--- src/tcc_pkg.sv ---
package tcc_pkg;
  // Register indices (word index, byte address = index * 4)
  localparam logic [3:0] ADDR_TIMER_CTRL = 4'h0;
  localparam logic [3:0] ADDR_MOD_HIGH = 4'h1;
  localparam logic [3:0] ADDR_MOD_LOW = 4'h2;
  localparam logic [3:0] ADDR_CNT_HIGH = 4'h3;
  localparam logic [3:0] ADDR_CNT_LOW = 4'h4;
  localparam logic [3:0] ADDR_CH0_CTRL = 4'h5;
  localparam logic [3:0] ADDR_CH0_HIGH = 4'h6;
  localparam logic [3:0] ADDR_CH0_LOW = 4'h7;
  localparam logic [3:0] ADDR_CH1_CTRL = 4'h8;
  localparam logic [3:0] ADDR_CH1_HIGH = 4'h9;
  localparam logic [3:0] ADDR_CH1_LOW = 4'hA;
  localparam logic [3:0] ADDR_IRQ_STATUS = 4'hB;
  localparam logic [3:0] ADDR_IRQ_MASK = 4'hC;
  // Timer control fields
  localparam int PS_LSB = 0;
  localparam int STOP_BIT = 5;
  localparam int CLR_BIT = 4;
  // Channel control fields
  localparam int TOV_BIT = 0;
  localparam int ELSA_BIT = 2;
  localparam int ELSB_BIT = 3;
  localparam int MSA_BIT = 4;
  localparam int IE_BIT = 6;
  localparam int FLAG_BIT = 7;
  // Interrupt status layout
  localparam int IRQ_CH0 = 0;
  localparam int IRQ_CH1 = 1;
  localparam int IRQ_WRAP = 2;
  // Reset values and prescaler rate count
  localparam logic [7:0] CTRL_RESET = 8'h00;
  localparam logic [15:0] MOD_RESET = 16'hFFFF;
  localparam logic [7:0] MASK_RESET = 8'h00;
  localparam int PRESCALE_RATES = 7;
  // Per-channel configuration
  typedef struct packed {
    logic irq_enable;
    logic mode_select_a;
    logic edge_level_b;
    logic edge_level_a;
    logic toggle_on_wrap;
  } tcc_chan_cfg_t;
  // Edge/action decode
  typedef enum logic [1:0] {
    TCC_ACT_NONE = 2'b00,
    TCC_ACT_TOGGLE = 2'b01,
    TCC_ACT_CLEAR = 2'b10,
    TCC_ACT_SET = 2'b11
  } tcc_action_t;
endpackage

--- src/tcc_timer.sv ---
`timescale 1ns/100ps
// Contract
// - prescaler gives seven rates for counter
// - three-bit field selects prescaler rate
// - active capture edge latches counter value
// - capture edge polarity programmable per channel
// - capture event may raise interrupt
// - compare match sets, clears or toggles pin
// - compare match may raise interrupt
// - value writes take effect immediately
// - compare only when counter reaches value
// - interrupts raised after capture, match or wrap
// - toggle-on-wrap bit toggles pin at overflow in compare mode
module tcc_timer #(
  parameter int NCHAN = 2 // Channel count
) (
  input wire logic mclk, // Bus clock, 100 MHz
  input wire logic reset, // Sync reset, high
  input wire logic [3:0] addr, // Register index
  input wire logic [7:0] wdata, // Write data
  input wire logic wr, // Write strobe
  input wire logic rd, // Read strobe
  output logic [7:0] rdata, // Read data, cycle after rd
  input wire logic [NCHAN-1:0] pin_in, // Channel pin levels
  output logic [NCHAN-1:0] pin_out, // Channel pin drive
  output logic [NCHAN-1:0] pin_oe_n, // Low while driving
  output logic irq // Level interrupt
);
  logic [7:0] ctrl;
  logic [7:0] next_ctrl;
  logic [15:0] modulo;
  logic [15:0] next_modulo;
  logic [15:0] count;
  logic [15:0] next_count;
  logic [7:0] mask;
  logic [7:0] next_mask;
  logic [7:0] status;
  logic [7:0] next_status;
  logic [7:0] next_rdata;
  logic tick;
  logic wrap;
  tcc_pkg::tcc_chan_cfg_t cfg [NCHAN];
  tcc_pkg::tcc_chan_cfg_t next_cfg [NCHAN];
  logic [15:0] value [NCHAN];
  logic [NCHAN-1:0] event_pulse;
  logic [NCHAN-1:0] wr_high;
  logic [NCHAN-1:0] wr_low;

  tcc_prescaler u_prescaler (
    .mclk(mclk),
    .reset(reset),
    .clear(wr && addr == tcc_pkg::ADDR_TIMER_CTRL && wdata[tcc_pkg::CLR_BIT]),
    .run(~ctrl[tcc_pkg::STOP_BIT]),
    .prescale_select(ctrl[tcc_pkg::PS_LSB +: 3]),
    .tick(tick)
  );

  // Wrap after modulo value reached
  assign wrap = tick && count == modulo;

  // Per-channel instances; channel registers sit three apart
  for (genvar c = 0; c < NCHAN; c++) begin : g_chan
    localparam logic [3:0] BASE = 4'(tcc_pkg::ADDR_CH0_CTRL + 3 * c);
    assign wr_high[c] = wr && addr == 4'(BASE + 4'h1);
    assign wr_low[c] = wr && addr == 4'(BASE + 4'h2);
    tcc_channel u_chan (
      .mclk(mclk),
      .reset(reset),
      .cfg(cfg[c]),
      .count(count),
      .tick(tick),
      .wrap(wrap),
      .pin_in(pin_in[c]),
      .wr_high(wr_high[c]),
      .wr_low(wr_low[c]),
      .wdata(wdata),
      .value(value[c]),
      .pin_out(pin_out[c]),
      .pin_oe_n(pin_oe_n[c]),
      .event_pulse(event_pulse[c])
    );
  end

  // Counter, control and channel setup
  always_comb begin
    next_count = count;
    next_ctrl = ctrl;
    next_modulo = modulo;
    next_mask = mask;
    next_cfg = cfg;
    if (wrap) begin
      next_count = 16'h0000;
    end else if (tick) begin
      next_count = 16'(count + 16'h0001);
    end
    if (wr) begin
      if (addr == tcc_pkg::ADDR_TIMER_CTRL) begin
        next_ctrl = wdata & 8'h27; // Clear bit self-clears
        if (wdata[tcc_pkg::CLR_BIT]) begin
          next_count = 16'h0000;
        end
      end else if (addr == tcc_pkg::ADDR_MOD_HIGH) begin
        next_modulo[15:8] = wdata;
      end else if (addr == tcc_pkg::ADDR_MOD_LOW) begin
        next_modulo[7:0] = wdata;
      end else if (addr == tcc_pkg::ADDR_IRQ_MASK) begin
        next_mask = wdata;
      end
      for (int c = 0; c < NCHAN; c++) begin
        if (addr == 4'(tcc_pkg::ADDR_CH0_CTRL + 3 * c)) begin
          next_cfg[c].irq_enable = wdata[tcc_pkg::IE_BIT];
          next_cfg[c].mode_select_a = wdata[tcc_pkg::MSA_BIT];
          next_cfg[c].edge_level_b = wdata[tcc_pkg::ELSB_BIT];
          next_cfg[c].edge_level_a = wdata[tcc_pkg::ELSA_BIT];
          next_cfg[c].toggle_on_wrap = wdata[tcc_pkg::TOV_BIT];
        end
      end
    end
  end

  // Sticky status: read clears, but a same-cycle event wins
  always_comb begin
    next_status = status;
    if (rd && addr == tcc_pkg::ADDR_IRQ_STATUS) begin
      next_status = 8'h00;
    end
    for (int c = 0; c < NCHAN; c++) begin
      if (event_pulse[c] && cfg[c].irq_enable) begin
        next_status[tcc_pkg::IRQ_CH0 + c] = 1'b1;
      end
    end
    if (wrap) begin
      next_status[tcc_pkg::IRQ_WRAP] = 1'b1;
    end
  end

  // Read mux; unmapped reads return zero
  always_comb begin
    next_rdata = 8'h00;
    if (rd) begin
      if (addr == tcc_pkg::ADDR_TIMER_CTRL) begin
        next_rdata = ctrl;
      end else if (addr == tcc_pkg::ADDR_MOD_HIGH) begin
        next_rdata = modulo[15:8];
      end else if (addr == tcc_pkg::ADDR_MOD_LOW) begin
        next_rdata = modulo[7:0];
      end else if (addr == tcc_pkg::ADDR_CNT_HIGH) begin
        next_rdata = count[15:8];
      end else if (addr == tcc_pkg::ADDR_CNT_LOW) begin
        next_rdata = count[7:0];
      end else if (addr == tcc_pkg::ADDR_IRQ_STATUS) begin
        next_rdata = status;
      end else if (addr == tcc_pkg::ADDR_IRQ_MASK) begin
        next_rdata = mask;
      end
      for (int c = 0; c < NCHAN; c++) begin
        if (addr == 4'(tcc_pkg::ADDR_CH0_CTRL + 3 * c)) begin
          next_rdata = {status[tcc_pkg::IRQ_CH0 + c], cfg[c].irq_enable, 1'b0,
                        cfg[c].mode_select_a, cfg[c].edge_level_b,
                        cfg[c].edge_level_a, 1'b0, cfg[c].toggle_on_wrap};
        end else if (addr == 4'(tcc_pkg::ADDR_CH0_HIGH + 3 * c)) begin
          next_rdata = value[c][15:8];
        end else if (addr == 4'(tcc_pkg::ADDR_CH0_LOW + 3 * c)) begin
          next_rdata = value[c][7:0];
        end
      end
    end
  end

  assign irq = |(status & mask);

  always_ff @(posedge mclk) begin
    if (reset) begin
      ctrl <= tcc_pkg::CTRL_RESET;
      modulo <= tcc_pkg::MOD_RESET;
      count <= 16'h0000;
      mask <= tcc_pkg::MASK_RESET;
      status <= 8'h00;
      rdata <= 8'h00;
      for (int c = 0; c < NCHAN; c++) begin
        cfg[c] <= '0;
      end
    end else begin
      ctrl <= next_ctrl;
      modulo <= next_modulo;
      count <= next_count;
      mask <= next_mask;
      status <= next_status;
      rdata <= next_rdata;
      cfg <= next_cfg;
    end
  end
endmodule

--- src/tcc_prescaler.sv ---
`timescale 1ns/100ps
module tcc_prescaler (
  input wire logic mclk, // Bus clock
  input wire logic reset, // Sync reset, high
  input wire logic clear, // Restart divider
  input wire logic run, // Divider enabled
  input wire logic [2:0] prescale_select, // Rate choice
  output logic tick // One-cycle count pulse
);
  logic [5:0] div;
  logic [5:0] next_div;
  logic sel_bit;

  // Free divider; rate 2^sel, sel above six saturates at six
  always_comb begin
    next_div = div;
    if (clear) begin
      next_div = 6'h00;
    end else if (run) begin
      next_div = div + 6'h01;
    end
  end

  // Tick when low sel bits of divider all ones
  always_comb begin
    sel_bit = 1'b1;
    for (int i = 0; i < tcc_pkg::PRESCALE_RATES - 1; i++) begin
      if (i < int'(prescale_select)) begin
        sel_bit = sel_bit & div[i];
      end
    end
    tick = run & ~clear & sel_bit;
  end

  always_ff @(posedge mclk) begin
    if (reset) begin
      div <= 6'h00;
    end else begin
      div <= next_div;
    end
  end
endmodule

--- src/tcc_channel.sv ---
`timescale 1ns/100ps
module tcc_channel (
  input wire logic mclk, // Bus clock
  input wire logic reset, // Sync reset, high
  input wire tcc_pkg::tcc_chan_cfg_t cfg, // Channel setup
  input wire logic [15:0] count, // Counter value
  input wire logic tick, // Counter advance
  input wire logic wrap, // Counter overflow pulse
  input wire logic pin_in, // Pin level
  input wire logic wr_high, // Value high byte write
  input wire logic wr_low, // Value low byte write
  input wire logic [7:0] wdata, // Write byte
  output logic [15:0] value, // Value pair
  output logic pin_out, // Pin drive level
  output logic pin_oe_n, // Low while driving
  output logic event_pulse // Capture or match
);
  logic [15:0] next_value;
  logic next_pin_out;
  logic pin_last;
  logic edge_hit;
  logic match;
  tcc_pkg::tcc_action_t act;

  assign act = tcc_pkg::tcc_action_t'({cfg.edge_level_b, cfg.edge_level_a});

  // Active edge decode: 01 rise, 10 fall, 11 both
  always_comb begin
    case (act)
      tcc_pkg::TCC_ACT_TOGGLE: edge_hit = pin_in & ~pin_last;
      tcc_pkg::TCC_ACT_CLEAR: edge_hit = ~pin_in & pin_last;
      tcc_pkg::TCC_ACT_SET: edge_hit = pin_in ^ pin_last;
      default: edge_hit = 1'b0;
    endcase
  end

  // Match only as counter lands on the value; passed values miss
  assign match = tick & (count == value);
  assign event_pulse = cfg.mode_select_a ? match : edge_hit;
  assign pin_oe_n = ~(cfg.mode_select_a && act != tcc_pkg::TCC_ACT_NONE);

  // Value pair and pin next state
  always_comb begin
    next_value = value;
    next_pin_out = pin_out;
    if (wr_high) begin
      next_value[15:8] = wdata;
    end else if (wr_low) begin
      next_value[7:0] = wdata;
    end
    if (!cfg.mode_select_a && edge_hit) begin
      next_value = count;
    end
    if (cfg.mode_select_a) begin
      if (wrap && cfg.toggle_on_wrap) begin
        next_pin_out = ~pin_out;
      end
      if (match) begin
        case (act)
          tcc_pkg::TCC_ACT_TOGGLE: next_pin_out = ~next_pin_out;
          tcc_pkg::TCC_ACT_CLEAR: next_pin_out = 1'b0;
          tcc_pkg::TCC_ACT_SET: next_pin_out = 1'b1;
          default: next_pin_out = next_pin_out;
        endcase
      end
    end
  end

  always_ff @(posedge mclk) begin
    if (reset) begin
      value <= 16'h0000;
      pin_out <= 1'b0;
      pin_last <= 1'b0;
    end else begin
      value <= next_value;
      pin_out <= next_pin_out;
      pin_last <= pin_in;
    end
  end
endmodule

--- config.mk ---
export PLATFORM = sky130hd
export DESIGN_NAME = tcc_timer
export DESIGN_NICKNAME = d
export VERILOG_FILES = /design/src/tcc_pkg.sv /design/src/tcc_timer.sv /design/src/tcc_prescaler.sv /design/src/tcc_channel.sv
export SDC_FILE = /design/constraint.sdc
export NUM_CORES = 1
export LEC_CHECK = 0
export BUFFER_PORTS_ARGS = -buffer_cell sky130_fd_sc_hd__buf_4
export CELL_PAD_IN_SITES_DETAIL_PLACEMENT = 1
export CELL_PAD_IN_SITES_GLOBAL_PLACEMENT = 2
export CORE_MARGIN = 4
export CORE_UTILIZATION = 30
export CTS_CLUSTER_SIZE = 25
export DETAILED_ROUTE_END_ITERATION = 8
export PLACE_DENSITY = 0.68
export SYNTH_ARGS = -nofsm -noshare
export SYNTH_HDL_FRONTEND = slang
export SYNTH_SLANG_ARGS = --single-unit
--- constraint.sdc ---
create_clock -name mclk -period 3.19 [get_ports mclk]
set_input_delay 0 -clock mclk [delete_from_list [all_inputs] [get_ports mclk]]
set_output_delay 0 -clock mclk [all_outputs]
set_load 0.005 [all_outputs]
## Yosys cells after proc, flatten, opt, wreduce, memory -nomap -nowiden

Cells that the tools add are included.

- Add/sub/neg operators: 2
- $mul: 0
- Div/mod/pow operators: 0
- $lt $le $gt $ge: 6
- Equality and inequality tests: 23
- Shifts and indexed selects: 0
- Mux-type cells: 48
- Bitwise operators: 32
- Reduce and logical (&&, ||, !) cells: 40

Operators by type and width:

| kind | number |
|---|---|
| $mux 8 | 19 |
| $mux 16 | 7 |
| $eq 16x16->1 | 3 |
| $eq 4x4->1 const B | 5 |
| $reduce_bool 2->1 | 9 |
| $mux 1 | 17 |
| $add 16x1->16 const B | 1 |
| $eq 4x3->1 const B | 4 |
| $logic_and 1x1->1 | 16 |
| $not 1->1 | 16 |
| $and 1x1->1 | 13 |
| $pmux 1 s3 | 4 |
| $reduce_and 2->1 | 5 |
| $and 3x8->8 | 1 |
| $eq 2x2->1 const B | 4 |
| $eq 4x2->1 const B | 2 |
| $reduce_or 8->1 | 1 |
| $add 6x1->6 const B | 1 |
| $lt 1x3->1 const A | 2 |
| $lt 2x3->1 const A | 2 |
| $lt 3x3->1 const A | 2 |
| $reduce_and 5->1 | 1 |
| $eq 2x1->1 const B | 2 |
| $eq 4x1->1 const B | 1 |
| 9 further kinds | 13 |

- Bits in registers: 107
- Bits in latches: 0
- Memory bits (writable): 0
- Bits in read-only memories: 0
- Output and inout port bits: 13
- Memories: 0

## Logic depth before layout (Yosys ltp)

- Word-level depth: 20
- Gate-level depth with buffers: 9
- Mapped depth without buffers: 8

## By module

A second synthesis with hierarchy kept.

- Cell total of the unflattened synthesis: 767
- Area total of the unflattened synthesis: 6,284.8 µm²

By module, submodules not included:

| module | instances | cells an instance | area an instance (µm²) |
|---|---|---|---|
| tcc_timer | 1 | 497 | 3,777.4 |
| tcc_channel | 2 | 117 | 1,097.3 |
| tcc_prescaler | 1 | 36 | 312.8 |

## Worst setup path before layout

Ideal clock, no wire load.

- Kind: reg2reg
- Start: register count[7]
- End: register g_chan[1].u_chan.pin_out
- Setup time: 0.103 ns
- Data arrival time: 1.903 ns
- Data required time: 3.087 ns
- Slack: 1.183 ns
- Cell stages (with the launch flop): 8
- Cell sequence: dfxtp_1 clkbuf_1 xnor2_1 nand4_1 nor4_4 a31oi_1 or2_1 a2111oi_2

- Longest elaborated chain between the ends: 8
- Elaborated cells on any way between the ends: 10
- Classes of those cells: eq/ne (2); mux (4); bitwise (2); reduce/logical (2)

RTL lines:

| element | line | text |
|---|---|---|
| from (decl) | tcc_timer.sv:33 | `logic [15:0] count;` |
| from (signal assigned) | tcc_timer.sv:186 | `count <= next_count;` |
| $eq 16x16->1 | tcc_timer.sv:59 | `assign wrap = tick && count == modulo;` |
| $logic_and 1x1->1 | tcc_timer.sv:59 |  |
| $logic_and 1x1->1 | tcc_channel.sv:55 | `if (wrap && cfg.toggle_on_wrap) begin` |
| $mux 1 | tcc_channel.sv:55 |  |
| $mux 1 | tcc_channel.sv:54 | `if (cfg.mode_select_a) begin` |
| $not 1->1 | tcc_channel.sv:60 | `tcc_pkg::TCC_ACT_TOGGLE: next_pin_out = ~next_pin_out;` |
| $pmux 1 s3 | tcc_channel.sv:59 | `case (act)` |
| $mux 1 (*) | tcc_channel.sv:58 | `if (match) begin` |
| to (signal assigned) | tcc_channel.sv:76 | `pin_out <= next_pin_out;` |
| to (decl) | tcc_channel.sv:14 | `output logic pin_out,` |

Mark *: on every way between the ends. The rest lies on a longest branch, timed or not. The select of a mux whose other input is x is not followed.
A chain may end at the register's enable or synchronous reset.

## Final worst setup path

- Start: register u_prescaler.div[1]
- End: register count[5]

- Longest elaborated chain between the ends: 16
- Elaborated cells on any way between the ends: 17
- Classes of those cells: mux (10); bitwise (6); reduce/logical (1)

RTL lines:

| element | line | text |
|---|---|---|
| from (decl) | tcc_prescaler.sv:10 | `logic [5:0] div;` |
| from (signal assigned) | tcc_prescaler.sv:39 | `div <= next_div;` |
| $and 1x1->1 (*) | tcc_prescaler.sv:29 | `sel_bit = sel_bit & div[i];` |
| $mux 1 (*) | tcc_prescaler.sv:28 | `if (i < int'(prescale_select)) begin` |
| $and 1x1->1 | tcc_prescaler.sv:29 |  |
| $mux 1 (*) | tcc_prescaler.sv:28 |  |
| $and 1x1->1 | tcc_prescaler.sv:29 |  |
| $mux 1 (*) | tcc_prescaler.sv:28 |  |
| $and 1x1->1 | tcc_prescaler.sv:29 |  |
| $mux 1 (*) | tcc_prescaler.sv:28 |  |
| $and 1x1->1 | tcc_prescaler.sv:29 |  |
| $mux 1 (*) | tcc_prescaler.sv:28 |  |
| $and 1x1->1 (*) | tcc_prescaler.sv:32 | `tick = run & ~clear & sel_bit;` |
| $mux 16 / $logic_and 1x1->1 (equally long branches) | tcc_timer.sv:93, tcc_timer.sv:59 |  |
| $mux 16 (*) | tcc_timer.sv:91 | `if (wrap) begin` |
| $mux 16 | tcc_timer.sv:99 | `if (wdata[tcc_pkg::CLR_BIT]) begin` |
| $mux 16 | tcc_timer.sv:97 | `if (addr == tcc_pkg::ADDR_TIMER_CTRL) begin` |
| $mux 16 (*) | tcc_timer.sv:96 | `if (wr) begin` |

Mark *: on every way between the ends. The rest lies on a longest branch, timed or not.

==> flow_metrics.py <==
metrics = {
    "run_status": {
        "outcome": "finished, final reports clean",
    },
    "timing": {
        "tns_ns": 0,
        "max_freq_ghz": 0.401,
        "worst_pin_slew_ns": 1.04,
        "setup_ws_ns": 0.698,
        "clock_skew_ns": 0.0107,
        "hold_viol_final": 0,
        "fin_crit_sh_pct": 78.1,
        "relSlewSlack_pct": 29.1,
        "rsz0062_at_grt": "false",
        "finalMaxSlewViolations": 0,
        "final.min_clock_period_ns": 2.49,
        "setup_viol": 0,
    },
    "critical_path": {
        "rrSetupSlack_ns": 0.70,
        "crit_type": "register to register",
        "critPathLaunchType": "register",
        "critical_path_buf_inv_count": 2,
        "cp.required_ns": 3.41,
        "crit_chain": "nand4_1 -> a32o_2 -> nor4_4 -> buf_4 -> buf_4 -> nand4_1 -> xor2_1 -> nor2_1",
        "arrival_ns": 2.71,
        "end_kind": "register",
        "path_delay_family": "simple AND/OR/NAND/NOR gates",
        "crit_path_max_incr_delay_ns": 0.72,
        "slowest_stage": "nor4_4",
        "crit_fanout": 12,
    },
    "global_route": {
        "grt.total_usage_pct": 21.7,
        "grt_max_degree": 78,
        "grt-ovfl-total": 0,
        "grt_pass1_wl_um": 38900,
        "antenna_found_initial": 0,
        "grt_pass1_vias": 6164,
    },
    "logic_synthesis": {
        "avgSynthCellArea_um2": 7.91,
        "yosysWarnings": 0,
        "synthTopCellsByCount": "nor2_1 (117), dfxtp_1 (107), nand2_1 (84), xnor2_1 (54), a21oi_1 (50)",
        "ys_ff_latch": 107,
        "async_flop_share_pct": 0,
        "synth_area_leader_cell": "dfxtp_1",
        "syn_nets": 833,
        "syn_inst": 809,
        "synth_ff_type": "dfxtp_1",
        "synthTopCellsByArea": "dfxtp_1 (33%), xnor2_1 (7.4%), nor2_1 (6.9%), mux2i_1 (6.1%), nand2_1 (4.9%)",
        "yosysTopAreaCellShare_pct": 33.5,
        "ys_seq_area_share_pct": 33.5,
        "yosysMostFrequentCell": "nor2_1",
        "syn_area_um2": 6400,
        "synth_cell_types": 62,
        "synth-edff-count": 0,
    },
    "die": {
        "die_area_um2": 23700,
        "die_h_um": 154,
        "ios": 31,
        "initial_core_util_pct": 30.4,
        "rows": 53,
        "chipWidth_um": 154,
        "core_area_um2": 21000,
    },
    "power_and_ir_drop": {
        "ir_worst_vdd_mv": 0.241,
        "pwr_density_cell_nw_per_um2": 408,
        "p_leak_nw": 2.69,
    },
    "placement": {
        "place_hpwl_um": 19000,
        "place_congestion": 0.962,
        "dp_slack_ns": 0.578,
        "placed_area_um2": 6880,
        "numPortBuffers": 30,
    },
    "detailed_routing": {
        "drc": 0,
        "vias": 6122,
        "postRouteAntennaNets": 0,
        "routed_wl_um": 25900,
        "drtPass1Iterations": 5,
        "wl_per_cell_um": 23.7,
        "first_iter_violations": 557,
        "vias_per_cell": 5.60,
    },
    "cts": {
        "cts_buffers": 9,
        "clock_tree.buffer_depth": 2,
        "clk_latency_ns": 0.37,
        "clock_sinks": 107,
        "cts.clk_slew.worst_paths_ns": 0.07,
        "htree_levels": 3,
        "cts_tree": "built",
        "ctsResizeCount": 0,
        "root_buffer": "clkbuf_16",
    },
    "cells_and_area": {
        "final_layout_size_suffix_gt1_share_pct": 12.3,
        "multiInputGateArea_um2": 3850,
        "areaGrowthSynthToFinish_pct": 12.8,
        "fill_cells": 2510,
        "antenna_cells": 0,
        "num-nets-final": 837,
        "stdcell_area_um2": 7210,
        "ff_latch_area_um2": 2140,
    },
    "run": {
        "cap_violations": 0,
    },
    "worst_hold_path": {
        "hold_class": "input pin to register",
    },
}
-- stage by stage --
stage | cells | hold slack [ns] | power, mW | util, %
floorplan | 809 | 0.121 | 1.69 | -
global placement | 1072 | 0.239 | 1.85 | 32.7
detailed placement | 1072 | 0.257 | 1.85 | 32.7
CTS | 1093 | 0.00660 | 2.97 | 34.3
global route | 1093 | 0.0237 | 3.07 | 34.3
finish | 1093 | 0.0174 | 2.94 | 34.3
-- layout by cell type, fill, tap and decap left out, types with 3 or more instances in the layout --
master,count
a21boi_0,3
a21oi_1,49
a221oi_1,7
a22oi_1,10
a2bb2oi_1,5
a311oi_1,16
a31oi_1,5
and3_1,8
buf_4,64
clkbuf_16,9
dfxtp_1,107
dlygate4sd3_1,5
ha_1,6
inv_1,18
mux2_2,3
mux2i_1,39
nand2_1,84
nand2b_1,13
nand3_1,22
nand3b_1,18
nand4_1,25
nor2_1,117
nor2b_1,8
nor4_1,5
nor4_4,4
o21ai_0,37
o22ai_1,11
or3_1,3
xnor2_1,54
xor2_1,11
-- cell families (layout without fill, tap and decap cells) --
logic type                 after synthesis  count (layout)  synth area share [%]
AOI/OAI and AO/OA                      172             172                  18.0
xor gates and xnor gates                65              65                  8.90
adders and majority gates                6               6                  1.17
buffers and inverters                   94             103                  6.40
DFF                                    107             107                  33.5
muxes                                   42              42                  6.63
and+or+nand+nor                        323             323                  25.5
-- cell type report --
cell class,instances,share of cell area (%)
Timing Repair Buffer,69,7.35
Sequential cell,107,29.7
Inverter,18,0.937
Clock buffer,11,3.36
Multi-Input combinational cell,608,53.4
Clock inverter,5,0.520
Tap cell,275,4.77
-- final timing paths --
| check | cells past startpoint | from | end |
|---|---|---|---|
| hold reg to reg | 2 | cfg[4] | cfg[4] |
| setup reg to reg | 8 | u_prescaler.div[1] | count[5] |
| setup / recovery | 8 | u_prescaler.div[1] | count[5] |
| hold / removal | 3 | wdata[6] | modulo[14] |
-- tightest hold or removal path: cells and delay by family --
kind	cells	cell delay, ns
AND/OR/NAND/NOR	2	0.14
buffers and inverters	1	0.18
-- report_power, final --
part           internal [mW]  switching [mW]
logic                  0.160           0.273
clock network          0.556           0.554
registers               1.36          0.0360
total                   2.08           0.863
-- metal layers --
layer  wire length (µm)  global-route usage [%]  vias to the layer above  share of wire [%]
li1                   -                       -                     2833                  -
met1              11600                    29.0                     3058                 45
met2              11900                    34.6                      176                 46
met3               1570                    4.22                       55                6.1
met4                856                    8.28                        0                3.3
met5                  0                       0                        -                  0
-- flip-flops by register name, summed over array words and instances, names as in the netlist --
signal / count
cfg: 10
count: 16
ctrl: 4
g_chan.u_chan.pin_last: 2
g_chan.u_chan.pin_out: 2
g_chan.u_chan.value: 32
mask: 8
modulo: 16
rdata: 8
status: 3
u_prescaler.div: 6
-- timing repair --
item	4_1_cts	5_1_grt
endpoints found under the setup margin	0	0
hold buffers	5	0
endpoints found under the hold margin	9	0
setup buffers	0	0
Power figures use the tool's default switching activity.
